## src/hdl/ufo_pkg.sv

```systemverilog
// package of register map, fields and timing for the uart frame option block
package ufo_pkg;
	// register byte addresses (word aligned)
	localparam logic [3:0] ADDR_CTRL = 4'h0;
	localparam logic [3:0] ADDR_DATA = 4'h4;
	localparam logic [3:0] ADDR_STAT = 4'h8;
	localparam logic [3:0] ADDR_CLR = 4'hc;
	// control register fields
	localparam int C_PERIPH = 0;
	localparam int C_TXEN = 1;
	localparam int C_RXEN = 2;
	localparam int C_WLEN9 = 3;
	localparam int C_PAREN = 4;
	localparam int C_PARSEL = 5;
	localparam int C_PARIE = 6;
	localparam int C_LIN = 7;
	localparam int C_BRKLEN = 8;
	localparam int C_BRKIE = 9;
	localparam int C_SYNC = 10;
	localparam int C_LAST_BIT_CLOCK_PULSE = 11;
	localparam int C_CLOCK_POLARITY = 12;
	localparam int C_CLOCK_PHASE = 13;
	localparam int C_HDX = 14;
	localparam int C_SBK = 15;
	localparam int CTRL_W = 16;
	localparam logic [CTRL_W-1:0] CTRL_RST = 16'h0000;
	// status register fields
	localparam int S_PERR = 0;
	localparam int S_BRK = 1;
	localparam int S_RXNE = 2;
	localparam int S_TXBUSY = 3;
	localparam int S_FERR = 4;
	localparam int S_IRQ = 5;
	// clear register fields, write one to clear
	localparam int K_PERR = 0;
	localparam int K_BRK = 1;
	localparam int K_FERR = 4;
	// timing
	localparam int OVS = 16;
	localparam int BAUD_DIV_RST = 16;
	localparam int BRK_TX_BITS = 13;
	localparam int BRK_TX_STOP = 2;
	localparam int BRK_RX_SHORT = 10;
	localparam int BRK_RX_LONG = 11;
	localparam int MAJ_A = 7;
	localparam int MAJ_B = 8;
	localparam int MAJ_C = 9;
	// transmit states
	typedef enum logic [2:0] {
		TX_IDLE = 3'b000,
		TX_START = 3'b001,
		TX_DATA = 3'b010,
		TX_STOP = 3'b011,
		TX_BRK = 3'b100,
		TX_BRKSTOP = 3'b101
	} ufo_tx_t;
	// receive states
	typedef enum logic [1:0] {
		RX_IDLE = 2'b00,
		RX_DATA = 2'b01,
		RX_STOP = 2'b10,
		RX_HALT = 2'b11
	} ufo_rx_t;
	// break detector states
	typedef enum logic [1:0] {
		BD_SEEK = 2'b00,
		BD_COUNT = 2'b01,
		BD_DELIM = 2'b10
	} ufo_bd_t;
endpackage : ufo_pkg

```

## src/hdl/ufo_frame.sv

```systemverilog
// uart frame options: parity, lin break, synchronous clock and half duplex
`timescale 1ns/100ps
module ufo_frame
	import ufo_pkg::*;
#(
	parameter int DIV_W = 16
)
(
	input wire logic mclk,
	input wire logic reset,
	input wire logic [3:0] avs_address,
	input wire logic avs_read,
	input wire logic avs_write,
	input wire logic [31:0] avs_writedata,
	output logic [31:0] avs_readdata,
	output logic avs_waitrequest,
	input wire logic rx_pin,
	output logic tx_out,
	output logic tx_oe,
	output logic sync_clk,
	output logic irq
);
	// software visible state
	logic [CTRL_W-1:0] ctrl; // control bits
	logic [DIV_W-1:0] baud_div; // mclk cycles per oversample tick
	logic [8:0] tx_word; // word written for sending
	logic tx_pend; // written word waiting for the shifter
	logic [8:0] rx_word; // last received word
	logic rxne; // received word present
	logic parity_error_flag; // sticky parity error
	logic break_detected_flag; // sticky break flag
	logic ferr; // sticky framing error
	logic ack; // bus answer phase
	ufo_tx_t tx_st; // transmit state, also read back as busy status
	logic tx_sbk_take; // break request accepted by an idle shifter
	// control aliases
	wire logic peripheral_en = ctrl[C_PERIPH];
	wire logic transmitter_en = ctrl[C_TXEN];
	wire logic receiver_en = ctrl[C_RXEN];
	wire logic wlen9 = ctrl[C_WLEN9];
	wire logic parity_enable = ctrl[C_PAREN];
	wire logic parity_select = ctrl[C_PARSEL];
	wire logic lin_mode_en = ctrl[C_LIN];
	wire logic break_len_sel = ctrl[C_BRKLEN];
	wire logic sync_clock_en = ctrl[C_SYNC];
	wire logic last_bit_clock_pulse = ctrl[C_LAST_BIT_CLOCK_PULSE];
	wire logic clock_polarity = ctrl[C_CLOCK_POLARITY];
	wire logic clock_phase = ctrl[C_CLOCK_PHASE];
	wire logic half_duplex_sel = ctrl[C_HDX];
	// data bits per frame including parity: 8 or 9
	wire logic [3:0] nbits = wlen9 ? 4'h9 : 4'h8;
	// bus strobes, taken on the second cycle so waitrequest drops once
	wire logic wr = avs_write && ack;
	wire logic rd = avs_read && ack;
	wire logic wr_data = wr && avs_address == ADDR_DATA;
	wire logic wr_clr = wr && avs_address == ADDR_CLR;
	// one wait cycle per access, then the answer
	// waitrequest is registered beside ack so the port comes straight from a flop
	always_ff @(posedge mclk)
	begin
		if (reset)
		begin
			ack <= 1'b0;
			avs_waitrequest <= 1'b1;
		end
		else
		begin
			ack <= (avs_read || avs_write) && !ack;
			avs_waitrequest <= !((avs_read || avs_write) && !ack);
		end
	end
	// control and divider registers; unmapped writes ignored
	always_ff @(posedge mclk)
	begin
		if (reset)
		begin
			ctrl <= CTRL_RST;
			baud_div <= DIV_W'(BAUD_DIV_RST);
		end
		else if (wr && avs_address == ADDR_CTRL)
		begin
			ctrl <= avs_writedata[CTRL_W-1:0];
			baud_div <= avs_writedata[CTRL_W+:DIV_W];
		end
		else if (tx_sbk_take)
			ctrl[C_SBK] <= 1'b0; // break request self clears once taken
	end
	// read mux, registered; unmapped reads return zero
	always_ff @(posedge mclk)
	begin
		if (reset)
			avs_readdata <= 32'h0;
		else if (avs_read && !ack)
		begin
			if (avs_address == ADDR_CTRL)
				avs_readdata <= {baud_div, ctrl};
			else if (avs_address == ADDR_DATA)
				avs_readdata <= {23'h0, rx_word};
			else if (avs_address == ADDR_STAT)
				avs_readdata <= {26'h0, irq, ferr, tx_pend || tx_st != TX_IDLE, rxne,
					break_detected_flag, parity_error_flag};
			else
				avs_readdata <= 32'h0;
		end
	end
	// oversample tick divider
	logic [DIV_W-1:0] div_cnt; // counts down to the tick
	logic tick; // one cycle pulse per oversample
	always_ff @(posedge mclk)
	begin
		if (reset || !peripheral_en)
		begin
			div_cnt <= '0;
			tick <= 1'b0;
		end
		else if (div_cnt == '0)
		begin
			div_cnt <= baud_div - DIV_W'(1);
			tick <= 1'b1;
		end
		else
		begin
			div_cnt <= div_cnt - DIV_W'(1);
			tick <= 1'b0;
		end
	end
	// receive pin synchroniser; a change counts once stages one and two agree
	logic [2:0] rx_sync; // stage 0 only feeds stage 1
	logic rx_line; // filtered line level
	logic tx_line; // our own driven level for the internal loop
	always_ff @(posedge mclk)
	begin
		if (reset)
		begin
			rx_sync <= 3'b111;
			rx_line <= 1'b1;
		end
		else
		begin
			rx_sync <= {rx_sync[1:0], rx_pin};
			if (rx_sync[1] == rx_sync[2])
				rx_line <= rx_sync[2];
		end
	end
	// half duplex reads the shared wire, which includes our own drive
	wire logic rx_in = half_duplex_sel ? (rx_line && tx_line) : rx_line;
	// parity of the low seven or eight data bits, odd when select is set
	function automatic logic par_of(input logic [8:0] w, input logic l9, input logic ps);
		logic p;
		p = l9 ? ^w[7:0] : ^w[6:0];
		return p ^ ps;
	endfunction : par_of
	// transmitter
	logic [3:0] tx_os; // oversample count within a bit
	logic [3:0] tx_bit; // bit index
	logic [8:0] tx_sh; // shift register
	wire logic tx_bit_end = tick && tx_os == 4'(OVS - 1);
	// frames and breaks start on a tick so the first bit is a full sixteen ticks long
	assign tx_sbk_take = tick && tx_st == TX_IDLE && ctrl[C_SBK] && lin_mode_en
		&& transmitter_en;
	always_ff @(posedge mclk)
	begin
		if (reset || !peripheral_en)
		begin
			tx_st <= TX_IDLE;
			tx_os <= 4'h0;
			tx_bit <= 4'h0;
			tx_sh <= 9'h0;
			tx_line <= 1'b1;
		end
		else
		begin
			if (tick)
				tx_os <= tx_os + 4'h1;
			case (tx_st)
				TX_IDLE:
				begin
					tx_line <= 1'b1;
					tx_os <= 4'h0;
					if (tx_sbk_take)
					begin
						tx_st <= TX_BRK;
						tx_bit <= 4'h0;
						tx_line <= 1'b0;
					end
					else if (tick && tx_pend && transmitter_en)
					begin
						tx_st <= TX_START;
						tx_line <= 1'b0;
						tx_sh <= tx_word;
						if (parity_enable)
						begin
							if (wlen9)
								tx_sh[8] <= par_of(tx_word, 1'b1, parity_select);
							else
								tx_sh[7] <= par_of(tx_word, 1'b0, parity_select);
						end
					end
				end
				TX_START:
					if (tx_bit_end)
					begin
						tx_st <= TX_DATA;
						tx_bit <= 4'h0;
						tx_line <= tx_sh[0];
					end
				TX_DATA:
					if (tx_bit_end)
					begin
						tx_sh <= {1'b0, tx_sh[8:1]};
						if (tx_bit == nbits - 4'h1)
						begin
							tx_st <= TX_STOP;
							tx_line <= 1'b1;
						end
						else
						begin
							tx_bit <= tx_bit + 4'h1;
							tx_line <= tx_sh[1];
						end
					end
				TX_STOP:
					if (tx_bit_end)
						tx_st <= TX_IDLE;
				TX_BRK:
					if (tx_bit_end)
					begin
						if (tx_bit == 4'(BRK_TX_BITS - 1))
						begin
							tx_st <= TX_BRKSTOP;
							tx_bit <= 4'h0;
							tx_line <= 1'b1;
						end
						else
							tx_bit <= tx_bit + 4'h1;
					end
				TX_BRKSTOP:
					if (tx_bit_end)
					begin
						if (tx_bit == 4'(BRK_TX_STOP - 1))
							tx_st <= TX_IDLE;
						else
							tx_bit <= tx_bit + 4'h1;
					end
				default:
					tx_st <= TX_IDLE;
			endcase
		end
	end
	// data register write fills the pending word; shifter take empties it
	always_ff @(posedge mclk)
	begin
		if (reset)
		begin
			tx_word <= 9'h0;
			tx_pend <= 1'b0;
		end
		else if (wr_data)
		begin
			tx_word <= avs_writedata[8:0];
			tx_pend <= 1'b1;
		end
		else if (tx_st == TX_IDLE && tx_pend && transmitter_en && peripheral_en
			&& tick && !tx_sbk_take)
			tx_pend <= 1'b0;
	end
	// pin drive: half duplex releases the wire when not sending
	always_ff @(posedge mclk)
	begin
		if (reset)
		begin
			tx_out <= 1'b1;
			tx_oe <= 1'b0;
		end
		else
		begin
			tx_out <= tx_line;
			tx_oe <= half_duplex_sel ? tx_st != TX_IDLE : peripheral_en;
		end
	end
	// synchronous clock: pulses only in data bits, the last one optional
	wire logic clk_bit = sync_clock_en && tx_st == TX_DATA
		&& (tx_bit != nbits - 4'h1 || last_bit_clock_pulse);
	// phase clear: first edge mid bit; phase set: first edge at bit start
	wire logic clk_act = clock_phase ? tx_os < 4'(OVS / 2) : tx_os >= 4'(OVS / 2);
	always_ff @(posedge mclk)
	begin
		if (reset)
			sync_clk <= 1'b0;
		else
			sync_clk <= clock_polarity ^ (clk_bit && clk_act);
	end
	// receiver, asynchronous or clocked by our own synchronous clock
	ufo_rx_t rx_st;
	logic [3:0] rx_os; // oversample count
	logic [3:0] rx_bit; // bit index
	logic [8:0] rx_sh; // shift register
	logic [2:0] rx_maj; // samples 8, 9, 10
	logic bd_release; // break detector lets a halted receiver go
	wire logic maj = (rx_maj[0] & rx_maj[1]) | (rx_maj[1] & rx_maj[2])
		| (rx_maj[0] & rx_maj[2]);
	// sample point for the sync receiver: the clock edge just before mid or end of bit
	// every data bit is taken, also the last one when its pulse is suppressed
	wire logic sync_samp = sync_clock_en && tx_st == TX_DATA && tick
		&& tx_os == (clock_phase ? 4'(OVS / 2 - 1) : 4'(OVS - 1));
	wire logic rx_fin = rx_st == RX_STOP && tick && rx_os == 4'(OVS - 1);
	always_ff @(posedge mclk)
	begin
		if (reset || !peripheral_en || !receiver_en)
		begin
			rx_st <= RX_IDLE;
			rx_os <= 4'h0;
			rx_bit <= 4'h0;
			rx_sh <= 9'h0;
			rx_maj <= 3'h7;
		end
		else if (sync_clock_en)
		begin
			// no oversampling: shift one bit per data bit of the transmitted frame
			rx_st <= RX_IDLE;
			if (sync_samp)
				rx_sh <= {rx_in, rx_sh[8:1]};
		end
		else
		begin
			if (tick)
			begin
				rx_os <= rx_os + 4'h1;
				if (rx_os == 4'(MAJ_A) || rx_os == 4'(MAJ_B) || rx_os == 4'(MAJ_C))
					rx_maj <= {rx_in, rx_maj[2:1]};
			end
			case (rx_st)
				RX_IDLE:
					if (!rx_in)
					begin
						rx_st <= RX_DATA;
						rx_os <= 4'h0;
						rx_bit <= 4'h0;
					end
				RX_DATA:
					if (tick && rx_os == 4'(OVS - 1))
					begin
						// first bit period is the start bit
						if (rx_bit != 4'h0)
							rx_sh <= {maj, rx_sh[8:1]};
						if (rx_bit == nbits)
							rx_st <= RX_STOP;
						rx_bit <= rx_bit + 4'h1;
					end
				RX_STOP:
					if (rx_fin)
						rx_st <= (!maj && lin_mode_en) ? RX_HALT : RX_IDLE;
				RX_HALT:
					if (bd_release)
						rx_st <= RX_IDLE;
				default:
					rx_st <= RX_IDLE;
			endcase
		end
	end
	// word alignment: eight bit frames shift one place short
	wire logic [8:0] rx_got = wlen9 ? rx_sh : {1'b0, rx_sh[8:1]};
	// clocked frames store one cycle after the last data bit ends, so a shift on the
	// final bit-end tick is not lost
	logic sync_last; // last data bit of a clocked frame has just ended
	always_ff @(posedge mclk)
	begin
		if (reset)
			sync_last <= 1'b0;
		else
			sync_last <= sync_clock_en && tx_st == TX_DATA && tx_bit_end
				&& tx_bit == nbits - 4'h1;
	end
	wire logic rx_done = rx_fin || (sync_last && receiver_en);
	wire logic rx_perr = parity_enable
		&& (wlen9 ? rx_got[8] : rx_got[7]) != par_of(rx_got, wlen9, parity_select);
	// received word, parity bit stays in the msb position
	always_ff @(posedge mclk)
	begin
		if (reset)
		begin
			rx_word <= 9'h0;
			rxne <= 1'b0;
		end
		else if (rx_done)
		begin
			rx_word <= rx_got;
			rxne <= 1'b1;
		end
		else if (rd && avs_address == ADDR_DATA)
			rxne <= 1'b0;
	end
	// break detector with its own bit timing, independent of the receiver
	ufo_bd_t bd_st;
	logic [3:0] bd_os; // oversample count
	logic [3:0] bd_zeros; // consecutive zero bits
	logic [2:0] bd_maj; // samples 8, 9, 10
	logic bd_set; // break found
	wire logic bd_bit = (bd_maj[0] & bd_maj[1]) | (bd_maj[1] & bd_maj[2])
		| (bd_maj[0] & bd_maj[2]);
	wire logic [3:0] bd_need = break_len_sel ? 4'(BRK_RX_LONG) : 4'(BRK_RX_SHORT);
	always_ff @(posedge mclk)
	begin
		if (reset || !lin_mode_en || !receiver_en || !peripheral_en)
		begin
			bd_st <= BD_SEEK;
			bd_os <= 4'h0;
			bd_zeros <= 4'h0;
			bd_maj <= 3'h7;
			bd_set <= 1'b0;
			bd_release <= 1'b0;
		end
		else
		begin
			bd_set <= 1'b0;
			bd_release <= 1'b0;
			if (tick)
			begin
				bd_os <= bd_os + 4'h1;
				if (bd_os == 4'(MAJ_A) || bd_os == 4'(MAJ_B) || bd_os == 4'(MAJ_C))
					bd_maj <= {rx_in, bd_maj[2:1]};
			end
			case (bd_st)
				BD_SEEK:
					if (!rx_in)
					begin
						bd_st <= BD_COUNT;
						bd_os <= 4'h0;
						bd_zeros <= 4'h0;
					end
				BD_COUNT:
					if (tick && bd_os == 4'(OVS - 1))
					begin
						if (bd_bit)
						begin
							bd_st <= BD_SEEK;
							bd_release <= 1'b1;
						end
						else if (bd_zeros + 4'h1 == bd_need)
							bd_st <= BD_DELIM;
						else
							bd_zeros <= bd_zeros + 4'h1;
					end
				BD_DELIM:
					if (rx_in)
					begin
						bd_st <= BD_SEEK;
						bd_set <= 1'b1;
						bd_release <= 1'b1;
					end
				default:
					bd_st <= BD_SEEK;
			endcase
		end
	end
	// sticky flags: a set in the same cycle as a clear wins
	always_ff @(posedge mclk)
	begin
		if (reset)
		begin
			parity_error_flag <= 1'b0;
			break_detected_flag <= 1'b0;
			ferr <= 1'b0;
		end
		else
		begin
			if (rx_done && rx_perr)
				parity_error_flag <= 1'b1;
			else if (wr_clr && avs_writedata[K_PERR])
				parity_error_flag <= 1'b0;
			if (bd_set)
				break_detected_flag <= 1'b1;
			else if (wr_clr && avs_writedata[K_BRK])
				break_detected_flag <= 1'b0;
			if (rx_fin && !maj)
				ferr <= 1'b1;
			else if (wr_clr && avs_writedata[K_FERR])
				ferr <= 1'b0;
		end
	end
	// interrupt request, level, gated by the enables
	always_ff @(posedge mclk)
	begin
		if (reset)
			irq <= 1'b0;
		else
			irq <= (parity_error_flag && ctrl[C_PARIE])
				|| (break_detected_flag && ctrl[C_BRKIE]);
	end
endmodule : ufo_frame

```

## config.mk

```make
export PLATFORM = sky130hd
export DESIGN_NAME = ufo_frame
export DESIGN_NICKNAME = d
export VERILOG_FILES = /design/src/hdl/ufo_pkg.sv /design/src/hdl/ufo_frame.sv
export SDC_FILE = /design/constraint.sdc
export NUM_CORES = 1
export LEC_CHECK = 0
export BUFFER_PORTS_ARGS = -buffer_cell sky130_fd_sc_hd__buf_2
export CELL_PAD_IN_SITES_DETAIL_PLACEMENT = 1
export CELL_PAD_IN_SITES_GLOBAL_PLACEMENT = 1
export CORE_AREA = 2 2 137 139
export CTS_CLUSTER_SIZE = 16
export DETAILED_ROUTE_END_ITERATION = 7
export DIE_AREA = 0 0 139 141
export GPL_ROUTABILITY_DRIVEN = 0
export HOLD_SLACK_MARGIN = 0.15
export PLACE_DENSITY_LB_ADDON = 0.1
export SYNTH_ARGS = -nofsm -noshare
export SYNTH_HDL_FRONTEND = slang
export SYNTH_SLANG_ARGS = --single-unit
```

## constraint.sdc

```tcl
create_clock -name mclk -period 3.2 [get_ports mclk]
set_input_delay 0.16 -clock mclk [delete_from_list [all_inputs] [get_ports mclk]]
set_output_delay 0.16 -clock mclk [all_outputs]
set_load 0.01 [all_outputs]
```

After elaboration in Yosys (flattened, before gate mapping):

Cells that the tools add are included.

* register bits after elaboration: 173
* input bits: 41
* output and inout bits: 37

* add/sub/neg operators: 9
* order comparisons: 2
* eq/ne operators: 57
* muxes and demuxes: 95
* bitwise operators: 16
* reduce and logical (&&, ||, !) cells: 102

Operators with widths (count)
* $mux W9: 10
* $mux W4: 20
* $ne A2 B2 Y1 const B: 22
* $logic_and A1 B1 Y1: 42
* $eq A4 B4 Y1 const B: 10
* $mux W1: 32
* $mux W32: 1
* $sub A16 B1 Y16 const B: 2
* $mux W3: 10
* $add A4 B1 Y4 const B: 6
* $reduce_bool A2 Y1: 12
* $mux W2: 11
* $pmux W4 S5: 1
* $pmux W3 S6: 1
* $pmux W9 S2: 1
* $eq A4 B4 Y1: 4
* $logic_not A16 Y1: 1
* $mux W16: 1
* $pmux W4 S2: 2
* $reduce_and A4 Y1: 4
* $reduce_xor A8 Y1: 2
* $reduce_and A5 Y1: 3
* $logic_or A1 B1 Y1: 14
* $reduce_xor A7 Y1: 2
* other kinds (36): 67

Logic depth before layout (Yosys ltp):

* depth after elaboration: 9
* gate-level depth with buffers: 12

Worst setup path after synthesis:

No wires, ideal clock.

* path kind: flip-flop to flip-flop
* from: register div_cnt[4]
* to: register div_cnt[10]
* arrival time: 2.762 ns
* data required time: 3.069 ns
* path slack: 0.307 ns
* cell stages (with the launch flop): 13
* cells stage by stage: dfxtp_1 or4_1 buf_2 nor4_4 buf_2 a21oi_1 ha_1 or3b_2 nor3_1 o41ai_4 nor4_2 o211ai_1 nor3b_2

* cells in the longest elaborated chain, start to end: 2
* elaborated cells between the ends (all ways): 3
* classes of those cells: 1 x add/sub; 1 x mux; 1 x reduce/logical

Ends and longest elaborated chain
* start: declaration: line ufo_frame.sv:107 `logic [DIV_W-1:0] div_cnt;`
* start signal: assignment: line ufo_frame.sv:118 `div_cnt <= baud_div - DIV_W'(1);`
* start signal: assignment: line ufo_frame.sv:123 `div_cnt <= div_cnt - DIV_W'(1);`
* $sub A16 B1 Y16 or $logic_not A16 Y1 (tied branches): line ufo_frame.sv:123, ufo_frame.sv:116
* $mux W16 *: line ufo_frame.sv:116 `else if (div_cnt == '0)`

Every way passes the cells marked *; elsewhere a longest branch is shown, timed or not.
A chain may end at the register's enable or synchronous reset.

Final worst setup path:

* from: register div_cnt[4]
* to: register div_cnt[14]

Same word-level chain as after synthesis.

==> results.yml <==
run_status:
  outcome: "completed"
critical_path:
  crit_chain: "or4_4, nor4_4, a21oi_1, ha_1, or3b_2, nor3_1, o41ai_4, nor4_1, xor2_1, nor2_1"
  start_kind: "flip-flop"
  required_ns: 3.47
  setup.worst_path.class: "reg2reg"
  critical-path-max-stage-delay_ns: 0.50
  end_kind: "flip-flop"
  crit-reg2reg-launch: "div_cnt[4]"
  crit_arrival_ns: 3.29
  cp_slowest_cell: "or3b_2"
  crit_path_start: "div_cnt[4]"
  cp_max_fo: 7
route:
  firstDrtPassIters: 4
  vias: 6959
  drt_iter0_markers: 305
  avgViaCountPerCell: 5.47
  routed_wl_um: 22300
  wl_per_cell_um: 17.5
  drc: 0
  final_antenna_net_count: 0
floorplanning:
  rows: 50
  pin_count: 78
  die_area_um2: 19600
  core_um2: 18300
  die_h_um: 141
  initial_utilization_pct: 43.6
  chipWidth_um: 139
clock_tree:
  clockBufferDepth: 2
  path_clk_slew_ns: 0.07
  clock-sinks: 173
  h-tree-depth: 4
  cts_buffers: 17
  clk_latency_ns: 0.43
  root_buffer: "clkbuf_16"
  cts_tree: "done"
  post-cts-setup-buffer-count: 0
synthesis:
  async_flop_share_pct: 0
  synthCells: 930
  ys_ff_latch: 173
  yosysWarningCount: 0
  ys_seq_area_share_pct: 43.5
  synth_area_leader_cell: "dfxtp_1"
  yosysUniqueCellTypes: 70
  netlist_top_cells_area: "dfxtp_1 44%, mux2i_1 6.2%, nor2_1 6.1%, nand2_1 5.4%, a21oi_1 5.0%"
  syn-num-nets: 989
  yosysTopAreaCellShare_pct: 43.5
  synth_common_cells: "173 x dfxtp_1, 130 x nor2_1, 114 x nand2_1"
  synth_area_um2: 7960
  avgSynthCellArea_um2: 8.56
  ys.flop_type: "dfxtp_1"
  yosysMostFrequentCell: "dfxtp_1"
  synth_edf_count: 0
power:
  cellLeakagePower_nw: 3.56
  irDropWorstVdd_uv: 345
  p_per_area_nw_per_um2: 457
finish:
  drive_above_1_share_pct: 14.5
  area_growth_pct: 19.3
  nets: 1085
  diodes: 0
  stdcell_area_um2: 9500
place:
  dp_worst_setup_slack_ns: 0.131
  port_buffers: 77
  place_area_um2: 8550
  hpwl_um: 15700
global_routing:
  grt_pass1_vias: 7121
  grt_antenna_before_repair: 0
  grt_pass1_wl_um: 37300
  grt_use_total_pct: 23.5
  grt_max_degree: 61
  grt.overflow.total: 0
sta:
  slew_headroom_pct: 28.5
  skew_ns: 0.0121
  worst_pin_slew_ns: 1.07
  rsz0062_at_grt: "no"
  slew_viol_final: 0
  fin_ws_ns: 0.179
  max_clock_freq_mhz: 331
  holdWs_ns: 0.176
  setup_viol: 0
  hold_viol: 0
  setup_tns_ns: 0
  layout_min_cycle_time_ns: 3.02
  fin_crit_sh_pct: 94.4
worst_hold_path:
  hp-class: "in2reg"
  holdCritStartpoint: "avs_address[0]"
flow_run:
  cap_violations: 0
[layout make-up]
class | instances | area (um^2)
repair buffers | 131 | 888
inverters | 21 | 78.8
clock inverters | 15 | 143
well taps | 234 | 293
multi-input cells | 682 | 4210
fillers | 2178 | 8770
flip-flops and latches | 173 | 3460
clock buffers | 17 | 425
[routing by layer]
metal	global-route usage [%]	part of all wire (%)
met1	31.5	49
met2	40.1	48
met3	3.46	1.9
met4	5.48	0.88
met5	0	0
[kinds of logic after synthesis]
family                   share of synthesized area (%)
AO/OA/AOI/OAI                                     17.0
XOR/XNOR                                          4.90
buffers and inverters                             3.80
multiplexers                                      6.44
AND/OR/NAND/NOR                                   21.2
flip-flops                                        43.5
adder cells (fa/ha/maj)                           3.08
[what timing repair did]
| action | 4_1_cts | 5_1_grt |
|---|---|---|
| gates resized for setup | 0 | 1 |
| hold endpoints to repair | 59 | 0 |
| hold buffers | 38 | 0 |
| setup endpoints to repair | 0 | 3 |
[sequential cells by signal, indices dropped and copies added (netlist names), 9 cells and up]
name,cells
rx_word,9
div_cnt,16
tx_sh,9
rx_sh,9
baud_div,16
ctrl,16
tx_word,9
avs_readdata,32
[where the power goes]
| group | total [mW] | leakage [nW] | internal (mW) | switching (mW) |
|---|---|---|---|---|
| combinational | 0.157 | 1.89 | 0.0709 | 0.0859 |
| sequential | 2.16 | 1.39 | 2.16 | 0.00610 |
| clock | 2.02 | 0.279 | 1.04 | 0.982 |
| total | 4.34 | 3.56 | 3.27 | 1.07 |
[cell usage in the layout, fill, tap and decap left out, types with 5 or more instances in the layout]
cell type / instances
a211oi_1: 21
dlygate4sd3_1: 38
clkbuf_16: 17
inv_1: 21
mux2i_1: 49
buf_4: 17
nand3b_1: 6
nor2_1: 130
and3_1: 5
nand4_1: 13
inv_6: 5
nor4_1: 5
o211ai_1: 11
nand3_1: 10
o21ai_0: 26
buf_2: 76
xor2_1: 17
nor3_1: 18
or2_2: 7
inv_8: 5
nand2b_1: 5
xnor2_1: 25
dfxtp_1: 173
or3_1: 9
nand2_1: 114
ha_1: 18
and2_1: 7
a21oi_1: 79
a22oi_1: 31
[worst max-delay path: cells and delay by family (launching register included)]
kind	cells	cell delay [ns]
AO/OA/AOI/OAI	2	0.39
XOR/XNOR	1	0.23
adder cells (fa/ha/maj)	1	0.21
flip-flops	1	0.48
AND/OR/NAND/NOR	6	1.54
[final timing paths]
path | end | slack [ns] | depth (start not counted)
hold / removal | rxne | 0.18 | 5
setup reg to reg | div_cnt[14] | 0.18 | 10
setup / recovery | div_cnt[14] | 0.18 | 10
hold reg to reg | rx_sync[1] | 0.41 | 1
[stage by stage]
| step | power, mW | std cells | util [%] |
|---|---|---|---|
| floorplan | 2.28 | 930 | - |
| global placement | 2.33 | 1203 | 46.8 |
| detailed placement | 2.33 | 1203 | 46.8 |
| CTS | 4.39 | 1273 | 52.0 |
| global route | 4.50 | 1273 | 52.0 |
| finish | 4.34 | 1273 | 52.0 |
No activity file was read; power rests on OpenSTA's default activity.
